<file path="src/rtl/tcc_pkg.sv">
// package for the timer capture/compare base block
// shared widths, mode codes and reset values; no bus, plain ports
package tcc_pkg;
    localparam int          TCC_WIDTH      = 16;
    localparam int          TCC_CHANNELS   = 2;
    localparam int          TCC_TIMERS     = 3;
    localparam logic [15:0] TCC_COUNT_MAX  = 16'hffff;
    localparam logic [15:0] TCC_COUNT_ZERO = 16'h0000;
    localparam logic [15:0] TCC_COUNT_RST  = 16'h0000;
    localparam logic [15:0] TCC_CCVAL_RST  = 16'h0000;
    // channel mode field codes and prescaler count values
    localparam logic [3:0]  TCC_MODE_OFF      = 4'h0;
    localparam logic [3:0]  TCC_MODE_CMP_TRIG = 4'hb;
    localparam logic [3:0]  TCC_MODE_FALL     = 4'h4;
    localparam logic [3:0]  TCC_MODE_RISE     = 4'h5;
    localparam logic [3:0]  TCC_MODE_RISE4    = 4'h6;
    localparam logic [3:0]  TCC_MODE_RISE16   = 4'h7;
    localparam logic [3:0]  TCC_MODE_CMP_EVT  = 4'ha;
    localparam logic [3:0]  TCC_PRESCALE_RST  = 4'h0;
    localparam logic [3:0]  TCC_PRESCALE_4    = 4'h3;
    localparam logic [3:0]  TCC_PRESCALE_16   = 4'hf;
    // capture source select codes and default timer select
    localparam logic [2:0]  TCC_SRC_PIN  = 3'h0;
    localparam logic [2:0]  TCC_SRC_CMP1 = 3'h1;
    localparam logic [2:0]  TCC_SRC_CMP2 = 3'h2;
    localparam logic [2:0]  TCC_SRC_IOC  = 3'h3;
    localparam logic [1:0]  TCC_TMR_DEFAULT = 2'h0;
endpackage : tcc_pkg

</file>
<file path="src/rtl/tcc_timer.sv">
// one 16-bit up-counting time base with overflow flag
// count enable comes from outside; writes arrive synchronous to sys_clk
`timescale 1ns/1ns
module tcc_timer
    import tcc_pkg::*;
(
    input  wire logic        sys_clk,
    input  wire logic        reset_n,
    input  wire logic        runEnable,
    input  wire logic        countTick,
    input  wire logic        writeLow,
    input  wire logic        writeHigh,
    input  wire logic [7:0]  writeData,
    input  wire logic        triggerClear,
    input  wire logic        flagClear,
    output logic      [15:0] count,
    output logic             overflowFlag
);
    logic [15:0] next_count;
    logic        next_overflowFlag;
    logic        wrap;

    always_comb
    begin
        next_count = count;
        wrap       = 1'b0;
        if (writeLow || writeHigh)
        begin
            // software write beats the trigger clear
            if (writeLow)
                next_count[7:0] = writeData;
            if (writeHigh)
                next_count[15:8] = writeData;
        end
        else if (triggerClear)
            next_count = TCC_COUNT_ZERO;
        else if (runEnable && countTick)
        begin
            wrap       = (count == TCC_COUNT_MAX);
            next_count = count + 16'h0001;
        end
        // set wins over software clear; trigger clear never sets it
        next_overflowFlag = wrap | (overflowFlag & ~flagClear);
    end

    always_ff @(posedge sys_clk or negedge reset_n)
    begin
        if (!reset_n)
        begin
            count        <= TCC_COUNT_RST;
            overflowFlag <= 1'b0;
        end
        else
        begin
            count        <= next_count;
            overflowFlag <= next_overflowFlag;
        end
    end

    wrapSetsFlag_a: assert property (@(posedge sys_clk) disable iff (!reset_n)
        (runEnable && countTick && !writeLow && !writeHigh && !triggerClear && count == TCC_COUNT_MAX)
        |=> (overflowFlag && count == TCC_COUNT_ZERO))
        else $error("wrap did not set overflow flag");
    flagHolds_a: assert property (@(posedge sys_clk) disable iff (!reset_n)
        (overflowFlag && !flagClear) |=> overflowFlag)
        else $error("overflow flag dropped without clear");
    writeWins_a: assert property (@(posedge sys_clk) disable iff (!reset_n)
        (triggerClear && (writeLow || writeHigh))
        |=> (count[7:0] == ($past(writeLow) ? $past(writeData) : $past(count[7:0]))
            && count[15:8] == ($past(writeHigh) ? $past(writeData) : $past(count[15:8]))))
        else $error("trigger clear overrode write");
endmodule : tcc_timer

</file>
<file path="src/rtl/tcc_capture_edge.sv">
// capture source synchroniser, edge detect and prescaler for one channel
// source is asynchronous; mode field is a software level
`timescale 1ns/1ns
module tcc_capture_edge
    import tcc_pkg::*;
(
    input  wire logic       sys_clk,
    input  wire logic       reset_n,
    input  wire logic       sourceIn,
    input  wire logic [3:0] modeField,
    output logic            captureEvent
);
    logic       syncFirst;
    logic       syncSecond;
    logic       syncLast;
    logic [3:0] prescale;
    logic [3:0] modeLast;
    logic [3:0] next_prescale;
    logic       rise;
    logic       fall;

    always_comb
    begin
        // the edge logic compares the second stage with syncLast; the first stage never feeds it
        rise          = syncSecond & ~syncLast;
        fall          = ~syncSecond & syncLast;
        next_prescale = prescale;
        captureEvent  = 1'b0;
        if (modeField != modeLast)
            next_prescale = TCC_PRESCALE_RST;
        else
        begin
            case (modeField)
                TCC_MODE_FALL:   captureEvent = fall;
                TCC_MODE_RISE:   captureEvent = rise;
                TCC_MODE_RISE4:
                begin
                    if (rise)
                        next_prescale = (prescale == TCC_PRESCALE_4) ? TCC_PRESCALE_RST : prescale + 4'h1;
                    captureEvent = rise && (prescale == TCC_PRESCALE_4);
                end
                TCC_MODE_RISE16:
                begin
                    if (rise)
                        next_prescale = prescale + 4'h1;
                    captureEvent = rise && (prescale == TCC_PRESCALE_16);
                end
                default:         captureEvent = 1'b0;
            endcase
        end
    end

    always_ff @(posedge sys_clk or negedge reset_n)
    begin
        if (!reset_n)
        begin
            syncFirst  <= 1'b0;
            syncSecond <= 1'b0;
            syncLast   <= 1'b0;
            prescale   <= TCC_PRESCALE_RST;
            modeLast   <= TCC_MODE_OFF;
        end
        else
        begin
            syncFirst  <= sourceIn;
            syncSecond <= syncFirst;
            syncLast   <= syncSecond;
            prescale   <= next_prescale;
            modeLast   <= modeField;
        end
    end

    modeResetsPrescale_a: assert property (@(posedge sys_clk) disable iff (!reset_n)
        (modeField != $past(modeField)) |=> (prescale == TCC_PRESCALE_RST))
        else $error("prescaler not reset on mode change");
    riseOnlyEvent_a: assert property (@(posedge sys_clk) disable iff (!reset_n)
        (captureEvent && modeField == TCC_MODE_RISE) |-> (syncSecond && !syncLast))
        else $error("rise capture without rising edge");
endmodule : tcc_capture_edge

</file>
<file path="src/rtl/tcc_top.sv">
// timer capture/compare base: three time bases, two capture/compare channels
// all controls are plain ports synchronous to sys_clk; the async counter
// clock arrives as a tick already sampled in this domain
`timescale 1ns/1ns
module tcc_top
    import tcc_pkg::*;
(
    input  wire logic        sys_clk,
    input  wire logic        reset_n,
    input  wire logic [2:0]  timerRun,
    input  wire logic [2:0]  freeRunSelect,
    input  wire logic [2:0]  syncTick,
    input  wire logic [2:0]  asyncTick,
    input  wire logic [2:0]  timerWriteLow,
    input  wire logic [2:0]  timerWriteHigh,
    input  wire logic [7:0]  timerWriteData,
    input  wire logic [2:0]  overflowFlagClear,
    input  wire logic [2:0]  overflowIrqEnable,
    input  wire logic        peripheralIrqEnable,
    input  wire logic        globalIrqEnable,
    input  wire logic        sleepMode,
    input  wire logic        secondaryOscillatorEnable,
    input  wire logic [3:0]  channelMode0,
    input  wire logic [3:0]  channelMode1,
    input  wire logic [1:0]  channelTimer0,
    input  wire logic [1:0]  channelTimer1,
    input  wire logic [2:0]  sourceSelect0,
    input  wire logic [2:0]  sourceSelect1,
    input  wire logic [1:0]  pinIn,
    input  wire logic [1:0]  pinIsOutput,
    input  wire logic [1:0]  portLatch,
    input  wire logic [1:0]  comparatorSync,
    input  wire logic [1:0]  changeEvent,
    input  wire logic [3:0]  logicCellOut,
    input  wire logic [1:0]  ccWriteLow,
    input  wire logic [1:0]  ccWriteHigh,
    input  wire logic [7:0]  ccWriteData,
    input  wire logic [1:0]  channelFlagClear,
    output logic      [15:0] timerCount0,
    output logic      [15:0] timerCount1,
    output logic      [15:0] timerCount2,
    output logic      [2:0]  overflowFlag,
    output logic      [15:0] ccValue0,
    output logic      [15:0] ccValue1,
    output logic      [1:0]  channelIrqFlag,
    output logic      [1:0]  compareEvent,
    output logic      [1:0]  conversionTrigger,
    output logic             interruptRequest,
    output logic             wakeRequest,
    output logic             vectorToIsr,
    output logic             secondaryOscillatorRun
);
    logic [15:0] count [TCC_TIMERS];
    logic [2:0]  countTick;
    logic [2:0]  triggerClear;
    logic [1:0]  captureEvent;
    logic [1:0]  sourceRaw;
    logic [15:0] channelBase [TCC_CHANNELS];
    logic [3:0]  modeOf [TCC_CHANNELS];
    logic [1:0]  timerOf [TCC_CHANNELS];
    logic [2:0]  selOf [TCC_CHANNELS];
    logic [15:0] ccValue [TCC_CHANNELS];
    logic [15:0] next_ccValue [TCC_CHANNELS];
    logic [1:0]  next_channelIrqFlag;
    logic [1:0]  next_compareEvent;
    logic [1:0]  next_conversionTrigger;
    logic [1:0]  matchNow;
    logic [1:0]  matchLast;
    logic [2:0]  overflowIrq;

    assign modeOf[0]  = channelMode0;
    assign modeOf[1]  = channelMode1;
    assign timerOf[0] = channelTimer0;
    assign timerOf[1] = channelTimer1;
    assign selOf[0]   = sourceSelect0;
    assign selOf[1]   = sourceSelect1;

    genvar t;
    generate
        for (t = 0; t < TCC_TIMERS; t++)
        begin : gTimer
            tcc_timer uTimer (
                .sys_clk      (sys_clk),
                .reset_n      (reset_n),
                .runEnable    (timerRun[t]),
                .countTick    (countTick[t]),
                .writeLow     (timerWriteLow[t]),
                .writeHigh    (timerWriteHigh[t]),
                .writeData    (timerWriteData),
                .triggerClear (triggerClear[t]),
                .flagClear    (overflowFlagClear[t]),
                .count        (count[t]),
                .overflowFlag (overflowFlag[t])
            );
        end
    endgenerate

    assign timerCount0 = count[0];
    assign timerCount1 = count[1];
    assign timerCount2 = count[2];

    genvar c;
    generate
        for (c = 0; c < TCC_CHANNELS; c++)
        begin : gChannel
            tcc_capture_edge uEdge (
                .sys_clk      (sys_clk),
                .reset_n      (reset_n),
                .sourceIn     (sourceRaw[c]),
                .modeField    (modeOf[c]),
                .captureEvent (captureEvent[c])
            );
        end
    endgenerate

    // in sleep only the free-running (async) source keeps the count moving
    always_comb
    begin
        for (int i = 0; i < TCC_TIMERS; i++)
        begin
            if (freeRunSelect[i])
                countTick[i] = asyncTick[i];
            else
                countTick[i] = syncTick[i] & ~sleepMode;
        end
    end

    // source mux; an output pin follows the port latch so writes can capture
    always_comb
    begin
        for (int i = 0; i < TCC_CHANNELS; i++)
        begin
            case (selOf[i])
                TCC_SRC_PIN:  sourceRaw[i] = pinIsOutput[i] ? portLatch[i] : pinIn[i];
                TCC_SRC_CMP1: sourceRaw[i] = comparatorSync[0];
                TCC_SRC_CMP2: sourceRaw[i] = comparatorSync[1];
                TCC_SRC_IOC:  sourceRaw[i] = changeEvent[i];
                default:      sourceRaw[i] = logicCellOut[selOf[i][1:0]];
            endcase
        end
    end

    always_comb
    begin
        triggerClear           = 3'b000;
        next_channelIrqFlag    = channelIrqFlag;
        next_compareEvent      = 2'b00;
        next_conversionTrigger = 2'b00;
        for (int i = 0; i < TCC_CHANNELS; i++)
        begin
            channelBase[i]  = (timerOf[i] < 2'h3) ? count[timerOf[i]] : count[0];
            next_ccValue[i] = ccValue[i];
            matchNow[i]     = (ccValue[i] == channelBase[i]);
            if (ccWriteLow[i])
                next_ccValue[i][7:0] = ccWriteData;
            if (ccWriteHigh[i])
                next_ccValue[i][15:8] = ccWriteData;
            // one event per match entry, not per cycle held
            if (matchNow[i] && !matchLast[i]
                && (modeOf[i] == TCC_MODE_CMP_EVT || modeOf[i] == TCC_MODE_CMP_TRIG))
            begin
                next_compareEvent[i]   = 1'b1;
                next_channelIrqFlag[i] = 1'b1;
                if (modeOf[i] == TCC_MODE_CMP_TRIG)
                begin
                    next_conversionTrigger[i] = 1'b1;
                    if (timerOf[i] < 2'h3)
                        triggerClear[timerOf[i]] = 1'b1;
                end
            end
            if (captureEvent[i])
            begin
                next_ccValue[i]        = channelBase[i];
                next_channelIrqFlag[i] = 1'b1;
            end
            // a capture or a real compare hit outranks the clear, not a match in capture mode
            else if (channelFlagClear[i] && !next_compareEvent[i])
                next_channelIrqFlag[i] = 1'b0;
        end
    end

    always_ff @(posedge sys_clk or negedge reset_n)
    begin
        if (!reset_n)
        begin
            ccValue[0]        <= TCC_CCVAL_RST;
            ccValue[1]        <= TCC_CCVAL_RST;
            channelIrqFlag    <= 2'b00;
            compareEvent      <= 2'b00;
            conversionTrigger <= 2'b00;
            matchLast         <= 2'b00;
        end
        else
        begin
            ccValue[0]        <= next_ccValue[0];
            ccValue[1]        <= next_ccValue[1];
            channelIrqFlag    <= next_channelIrqFlag;
            compareEvent      <= next_compareEvent;
            conversionTrigger <= next_conversionTrigger;
            matchLast         <= matchNow;
        end
    end

    assign ccValue0 = ccValue[0];
    assign ccValue1 = ccValue[1];

    // wake does not need the global enable; the isr does
    assign overflowIrq            = overflowFlag & timerRun & overflowIrqEnable;
    assign interruptRequest       = (|overflowIrq) & peripheralIrqEnable & globalIrqEnable;
    assign wakeRequest            = sleepMode & (|overflowIrq) & peripheralIrqEnable;
    assign vectorToIsr            = wakeRequest & globalIrqEnable;
    assign secondaryOscillatorRun = secondaryOscillatorEnable;

    irqNeedsAll_a: assert property (@(posedge sys_clk) disable iff (!reset_n)
        interruptRequest |-> (peripheralIrqEnable && globalIrqEnable && |(timerRun & overflowIrqEnable)))
        else $error("irq without all enables");
    captureCopies_a: assert property (@(posedge sys_clk) disable iff (!reset_n)
        (captureEvent[0] && channelTimer0 == 2'h2) |=> (ccValue0 == $past(timerCount2)))
        else $error("capture did not copy count");
    captureSetsFlag_a: assert property (@(posedge sys_clk) disable iff (!reset_n)
        captureEvent[1] |=> channelIrqFlag[1])
        else $error("capture did not set channel flag");
    sleepHoldsCount_a: assert property (@(posedge sys_clk) disable iff (!reset_n)
        (sleepMode && !freeRunSelect[1] && !timerWriteLow[1] && !timerWriteHigh[1] && !triggerClear[1])
        |=> (timerCount1 == $past(timerCount1)))
        else $error("sync timer counted in sleep");
    triggerClears_a: assert property (@(posedge sys_clk) disable iff (!reset_n)
        (triggerClear[1] && !timerWriteLow[1] && !timerWriteHigh[1])
        |=> (timerCount1 == TCC_COUNT_ZERO))
        else $error("trigger did not clear timer");
    wakeGlobal_a: assert property (@(posedge sys_clk) disable iff (!reset_n)
        (wakeRequest && !globalIrqEnable) |-> !vectorToIsr)
        else $error("isr entered without global enable");
endmodule : tcc_top

</file>
<file path="config.mk">
export PLATFORM = sky130hd
export DESIGN_NAME = tcc_top
export DESIGN_NICKNAME = d
export VERILOG_FILES = /design/src/rtl/tcc_pkg.sv /design/src/rtl/tcc_timer.sv /design/src/rtl/tcc_capture_edge.sv /design/src/rtl/tcc_top.sv
export SDC_FILE = /design/constraint.sdc
export NUM_CORES = 1
export LEC_CHECK = 0
export BUFFER_PORTS_ARGS = -buffer_cell sky130_fd_sc_hd__buf_2
export CAP_MARGIN = 10
export CELL_PAD_IN_SITES_DETAIL_PLACEMENT = 0
export CELL_PAD_IN_SITES_GLOBAL_PLACEMENT = 1
export CORE_ASPECT_RATIO = 0.6
export CORE_MARGIN = 2
export CORE_UTILIZATION = 42
export DETAILED_ROUTE_END_ITERATION = 10
export PLACE_DENSITY_LB_ADDON = 0.1
export SETUP_SLACK_MARGIN = 0.1
export SLEW_MARGIN = 20
export SYNTH_ARGS = -nofsm -noshare
export SYNTH_HDL_FRONTEND = slang
export SYNTH_SLANG_ARGS = --single-unit
</file>
<file path="constraint.sdc">
create_clock -name sys_clk -period 2.95 [get_ports sys_clk]
set_clock_uncertainty 0.1 [all_clocks]
set_input_delay 0.4425 -clock sys_clk [delete_from_list [all_inputs] [get_ports sys_clk]]
set_output_delay 0.4425 -clock sys_clk [all_outputs]
set_load 0.01 [all_outputs]
</file>
* After elaboration in Yosys (flattened, before gate mapping)
Cells that the tools add are included.
** Operators by class
- Equal/unequal tests :: 39
- Muxes and demuxes :: 85
- Reductions and logical operators :: 46
- Bitwise gates (word level) :: 31
- Order comparisons :: 10
- $add $sub $neg :: 5
** Operators by type and width (count)
- $mux 16 :: 17
- $mux 8 :: 10
- $bmux 16 s2 :: 2
- $add 16x1->16 const B :: 3
- $eq 16x16->1 const B :: 3
- $eq 16x16->1 :: 2
- $eq 4x3->1 const B :: 8
- $mux 1 :: 32
- $mux 4 :: 8
- $eq 4x4->1 const B :: 6
- $reduce_bool 3->1 :: 7
- $mux 3 :: 6
- $pmux 1 s4 :: 4
- $pmux 4 s2 :: 2
- $and 1x1->1 :: 15
- $logic_and 1x1->1 :: 15
- $eq 3x2->1 const B :: 4
- $lt 2x3->1 const B :: 4
- $ne 2x2->1 const B :: 6
- $ne 3x1->1 const B :: 4
- $reduce_and 2->1 :: 6
- $add 4x1->4 const B :: 2
- $eq 4x2->1 const B :: 2
- $ne 4x4->1 :: 2
- other kinds (17) :: 46
** Storage, ports and cells
- Bits of input ports :: 84
- Flip-flop bits (word level) :: 113
- Word-level logic and storage cells :: 244
- Output and inout port bits :: 93

* Depth between registers and ports, before layout
- Depth in word-level cells :: 16
- Depth in mapped cells :: 12
- Mapped depth without buffers :: 9

* Hierarchy
From an unflattened synthesis, not the netlist that was laid out.
** Unflattened totals
- Cell total of the unflattened synthesis :: 827
- Area total of the unflattened synthesis :: 7723.7 um^2
** Modules (own cells, without submodules)
- tcc_timer :: cells an instance 129, times used 3, area an instance 1117.3 um^2, seq. area each 425.4 um^2
- tcc_top :: cells an instance 348, times used 1, area an instance 3320.7 um^2, seq. area each 1001.0 um^2
- tcc_capture_edge :: cells an instance 46, times used 2, area an instance 525.5 um^2, seq. area each 275.3 um^2

* Least setup slack after synthesis
OpenSTA, ideal clock, no wires.
- Path kind :: input to register
- Start point :: in channelTimer0[0]
- End point :: reg gTimer[2].uTimer.count[1]
- Arrival time :: 2.676 ns
- Buffers on the path :: 3
- Cell stages on the path :: 11
- Path slack :: 0.049 ns
- Cells stage by stage :: buf_6 > buf_6 > mux2i_1 > mux2i_1 > xnor2_1 > nand4_1 > or4_4 > buf_6 > o211ai_2 > a21o_2 > mux2_2
** Between the ends
- Cells in the longest elaborated chain, start to end :: 15
** RTL lines
- start: declaration :: line tcc_top.sv:25 : input wire logic [1:0] channelTimer0,
- $not 2->3 (not written as such) :: line tcc_top.sv:151 : channelBase[i] = (timerOf[i] < 2'h3) ? count[timerOf[i]] : count[0];
- $bmux 16 s2 :: line tcc_top.sv:151
- $mux 16 (not written as such) (2 in series) :: line tcc_top.sv:151
- $mux 16 :: line tcc_top.sv:151
- $eq 16x16->1 :: line tcc_top.sv:153 : matchNow[i] = (ccValue[i] == channelBase[i]);
- $logic_and 1x1->1 :: line tcc_top.sv:159 : if (matchNow[i] && !matchLast[i]
- $logic_and 1x1->1 :: line tcc_top.sv:160 : && (modeOf[i] == TCC_MODE_CMP_EVT || modeOf[i] == TCC_MODE_CMP_TRIG))
- $mux 3 * :: line tcc_top.sv:159
- $or 3x3->3 (no line)
- $mux 3 :: line tcc_top.sv:167 : if (timerOf[i] < 2'h3)
- $mux 3 :: line tcc_top.sv:164 : if (modeOf[i] == TCC_MODE_CMP_TRIG)
- $mux 3 * :: line tcc_top.sv:159
- $reduce_bool 3->1 (no line) or $mux 16 (tied branches)
- $reduce_and 2->1 (no line) or $mux 16 (tied branches)
- end signal: assignment :: line tcc_timer.sv:55 : count <= next_count;
- end: declaration :: line tcc_timer.sv:16 : output logic [15:0] count,
Every way passes the cells marked *; elsewhere a longest branch is shown, timed or not. The select of a mux whose other input is x is not followed.
A chain may end at the register's enable or synchronous reset.

* Worst setup path in the final report
- Start point :: reg gTimer[2].uTimer.count[9]
- End point :: reg gTimer[1].uTimer.count[5]
** Between the ends
- Cells in the longest elaborated chain, start to end :: 14
** RTL lines (line)
- $bmux 16 s2 :: tcc_top.sv:151
- $mux 16 (not written as such) (2 in series) :: tcc_top.sv:151
- $mux 16 :: tcc_top.sv:151
- $eq 16x16->1 :: tcc_top.sv:153
- $logic_and 1x1->1 :: tcc_top.sv:159
- $logic_and 1x1->1 :: tcc_top.sv:160
- $mux 3 :: tcc_top.sv:159
- $or 3x3->3 (no line)
- $mux 3 :: tcc_top.sv:167
- $mux 3 :: tcc_top.sv:164
- $mux 3 * :: tcc_top.sv:159
- $reduce_bool 3->1 (no line) or $mux 16 (tied branches)
- $reduce_and 2->1 (no line) or $mux 16 (tied branches)
- end signal: assignment :: tcc_timer.sv:55
- end: declaration :: tcc_timer.sv:16
Marks and branches as above.

==> flow_summary.json <==
{
  "worst_hold_path_cell_count": 1,
  "tritoncts_clock_tree": "yes",
  "postLayoutSetupSlackWorst_ns": -0.0395,
  "gr-usage-met3": 0.133,
  "netlist_instances": 917,
  "grt_setup_unrepaired": "yes",
  "initial_utilization": 0.433,
  "cts_made_buffers": 17,
  "crit_path_start_kind": "flip-flop",
  "timing.critical_path.arrival_ns": 3.21,
  "cts-htree-levels": 4,
  "gr-total-overflow": 0,
  "gr-usage-met1": 0.504,
  "leakage_uw": 0.00513,
  "critical_path.endpoint_type": "flip-flop",
  "synth.top_cells.by_area": "sky130_fd_sc_hd__dfrtp_1 34%, sky130_fd_sc_hd__mux2i_1 7.7%, sky130_fd_sc_hd__nand2_1 4.1%",
  "syn2layout_area_growth_pct": 39.9,
  "routed_via_density": 6.13,
  "syn_area_per_cell_um2": 9.05,
  "via_count_of_the_first_global_routing_pass": 8279,
  "synth_seq_area_share": 0.341,
  "global_route.usage.total": 0.337,
  "final_period_minus_worst_setup_slack_ns": 2.99,
  "cp.buffers_inverters": 2,
  "async_flop_share": 1.00,
  "worst_slew_margin_rel": 0.520,
  "number_of_sinks_on_the_clock_net": 113,
  "yosys_warnings": 0,
  "timing.critical_path.fanout_max": 8,
  "gr-max-usage-layer": "met1",
  "dieHeight_um": 113,
  "startpoint": "gTimer[2].uTimer.count[9]",
  "synthDominantCellAreaShare": 0.341,
  "total_power_uw": 5920,
  "floorplan.rows": 39,
  "critPathTopFamily": "simple AND/OR/NAND/NOR gates",
  "antenna_found_initial": 1,
  "core_area_um2": 19200,
  "power-per-cell-area_nw_per_um2": 510,
  "setup_viol_count_final": 9,
  "synth_seq_cells": 113,
  "finalWirelength_um": 35700,
  "hold_viol_final": 0,
  "setup.worst_path.end": "gTimer[1].uTimer.count[5]",
  "most_frequent_cell_on_the_critical_path": "sky130_fd_sc_hd__mux2i_1",
  "report.final.slew_viol_count": 0,
  "grt_first_pass_wirelength_um": 51800,
  "detail-route-antenna-nets": 0,
  "clkSlewWorstSetupHoldPaths_ns": 0.06,
  "run_status": "finished with violations",
  "crit_path_top_delay_cell": "sky130_fd_sc_hd__or4_4",
  "rrSetupSlack_ns": -0.04,
  "dr_total_vias": 9170,
  "achievable-frequency_mhz": 335,
  "synth-main-ff-cell": "sky130_fd_sc_hd__dfrtp_1",
  "synth_top_cell_by_area": "sky130_fd_sc_hd__dfrtp_1",
  "worstMarginPinSlew_ns": 0.716,
  "place.detailed.hpwl_um": 27600,
  "worst_ep_required_time_ns": 3.17,
  "place_ws_ns": -0.474,
  "r2r-start": "gTimer[2].uTimer.count[9]",
  "drt_iter0_drc": 1205,
  "fin_hold_ws_ns": 0.0662,
  "detail_route.drc_violations": 0,
  "synth_area_um2": 8300,
  "timing.max_cap.violations": 0,
  "port_buffers": 174,
  "cpPeakStageDelay_ns": 0.66,
  "finalNetCount": 1304,
  "worst_vdd_ir_v": 0.000447,
  "place.gp.congestion": 0.963,
  "clock_latency_ns": 0.43,
  "num_io_pins": 177,
  "drive_gt1_frac": 0.363,
  "clockRootBuffer": "sky130_fd_sc_hd__clkbuf_16",
  "post_synth_num_cell_types": 75,
  "die_width_um": 186,
  "worst_hold_path_type": "in2reg",
  "fin_util": 0.606,
  "crit-reg2reg-capture": "gTimer[1].uTimer.count[5]",
  "post_drt_wl_per_cell_um": 23.9,
  "synth_enable_flop_cells": 0,
  "grt_max_degree": 56,
  "fin_crit_sh": 1.01,
  "worst-r2r-cell-count": 10,
  "floorplan.die_area_um2": 20900,
  "met2_capacity_usage_during_global_routing": 0.443,
  "crit_chain": "mux2i_1 -> mux2i_1 -> xnor2_1 -> nand4_1 -> or4_4 -> buf_6 -> o211ai_4 -> buf_12 -> o31ai_4 -> a32o_2",
  "critical_path_cell_count": 10,
  "worst-setup-path-type": "reg2reg",
  "synthesis.nets": 1006,
  "clk_path_buf_depth": 2,
  "drt-pass1-iter-count": 6,
  "failing_checks": "setup timing"
}
## worst min-delay path by stage
stage,startpoint,end,slack [ns]
floorplan,reset_n,ccValue0[0],0.05
global placement,gChannel[0].uEdge.syncFirst,gChannel[0].uEdge.syncSecond,0.23
detailed placement,gChannel[0].uEdge.syncFirst,gChannel[0].uEdge.syncSecond,0.23
CTS,channelMode1[3],gChannel[1].uEdge.modeLast[3],0.05
global route,channelMode1[3],gChannel[1].uEdge.modeLast[3],0.06
finish,channelMode1[2],gChannel[1].uEdge.modeLast[2],0.07
## report_power, final
part	total, µW	leakage, µW	internal (µW)	switching, µW
Sequential	1900	0.00139	1690	212
Clock	2340	0.000314	1520	819
Combinational	1670	0.00342	746	928
## metrics by stage
stage               area [µm²]  instances  setup TNS [ns]
finish                   11600       1495          -0.153
floorplan                 8320        917               0
global route             11600       1494           -1.80
detailed placement       10500       1448          -17.60
global placement         10500       1448          -15.27
CTS                      11300       1484               0
## layout make-up
type	instances	area, µm²
antenna	1	2.50
clock buffer	19	443
clock inverter	13	206
fill	1688	7560
inverter	45	169
multi-input combinational	699	5270
sequential	113	2850
tap	266	333
timing repair buffer	339	2350
## registers in the layout, indices dropped and copies added (netlist names), 3 cells and up
register                    cells
ccValue1                       16
gChannel.uEdge.prescale         8
ccValue0                       16
gChannel.uEdge.modeLast         8
gTimer.uTimer.overflowFlag      3
gTimer.uTimer.count            48
## placed cells by master (no fill, tap or decap), types with 23 or more instances in the layout
cell                       Yosys  final
sky130_fd_sc_hd__nand3_1      34     34
sky130_fd_sc_hd__nor3b_1      33     33
sky130_fd_sc_hd__dfrtp_1     113     97
sky130_fd_sc_hd__nand2_1      91     91
sky130_fd_sc_hd__buf_4         6    136
sky130_fd_sc_hd__inv_1        45     45
sky130_fd_sc_hd__nand3b_1     33     33
sky130_fd_sc_hd__nor2_1       42     42
sky130_fd_sc_hd__mux2i_1      64     61
sky130_fd_sc_hd__buf_2        16    172
sky130_fd_sc_hd__and3_1       25     25
sky130_fd_sc_hd__a21oi_1      37     35
sky130_fd_sc_hd__xnor2_1      24     23
## routing by layer
metal	share of wire	wire length [µm]
met1	0.45	16100
met3	0.14	4860
met2	0.40	14200
met5	0	0
met4	0.015	553
## cell usage after synthesis, drive strengths merged (22+ instances only)
| cell | number |
|---|---|
| and3 | 25 |
| nor2b | 22 |
| nand3b | 33 |
| buf | 30 |
| a21oi | 39 |
| nor3b | 33 |
| xnor2 | 25 |
| dfrtp | 113 |
| nand2 | 91 |
| inv | 45 |
| nor2 | 42 |
| o21ai | 29 |
| clkbuf | 31 |
| nand3 | 37 |
| mux2i | 64 |
## logic make-up after synthesis
family	share of synthesized area
flip-flops	0.341
adder cells (fa/ha/maj)	0.00753
AND/OR/NAND/NOR	0.230
buffers and inverters	0.0585
XOR/XNOR	0.0304
multiplexers	0.0979
AO/OA/AOI/OAI	0.235
## what timing repair did
item                                    CTS  global route
hold endpoints to repair                 37             0
gates cloned                              0             2
setup buffers                             3             9
gates resized for setup                  35            52
hold buffers                              1             0
pin swaps                                11            44
endpoints found under the setup margin   49            50
(Power assumes the default switching activity.)
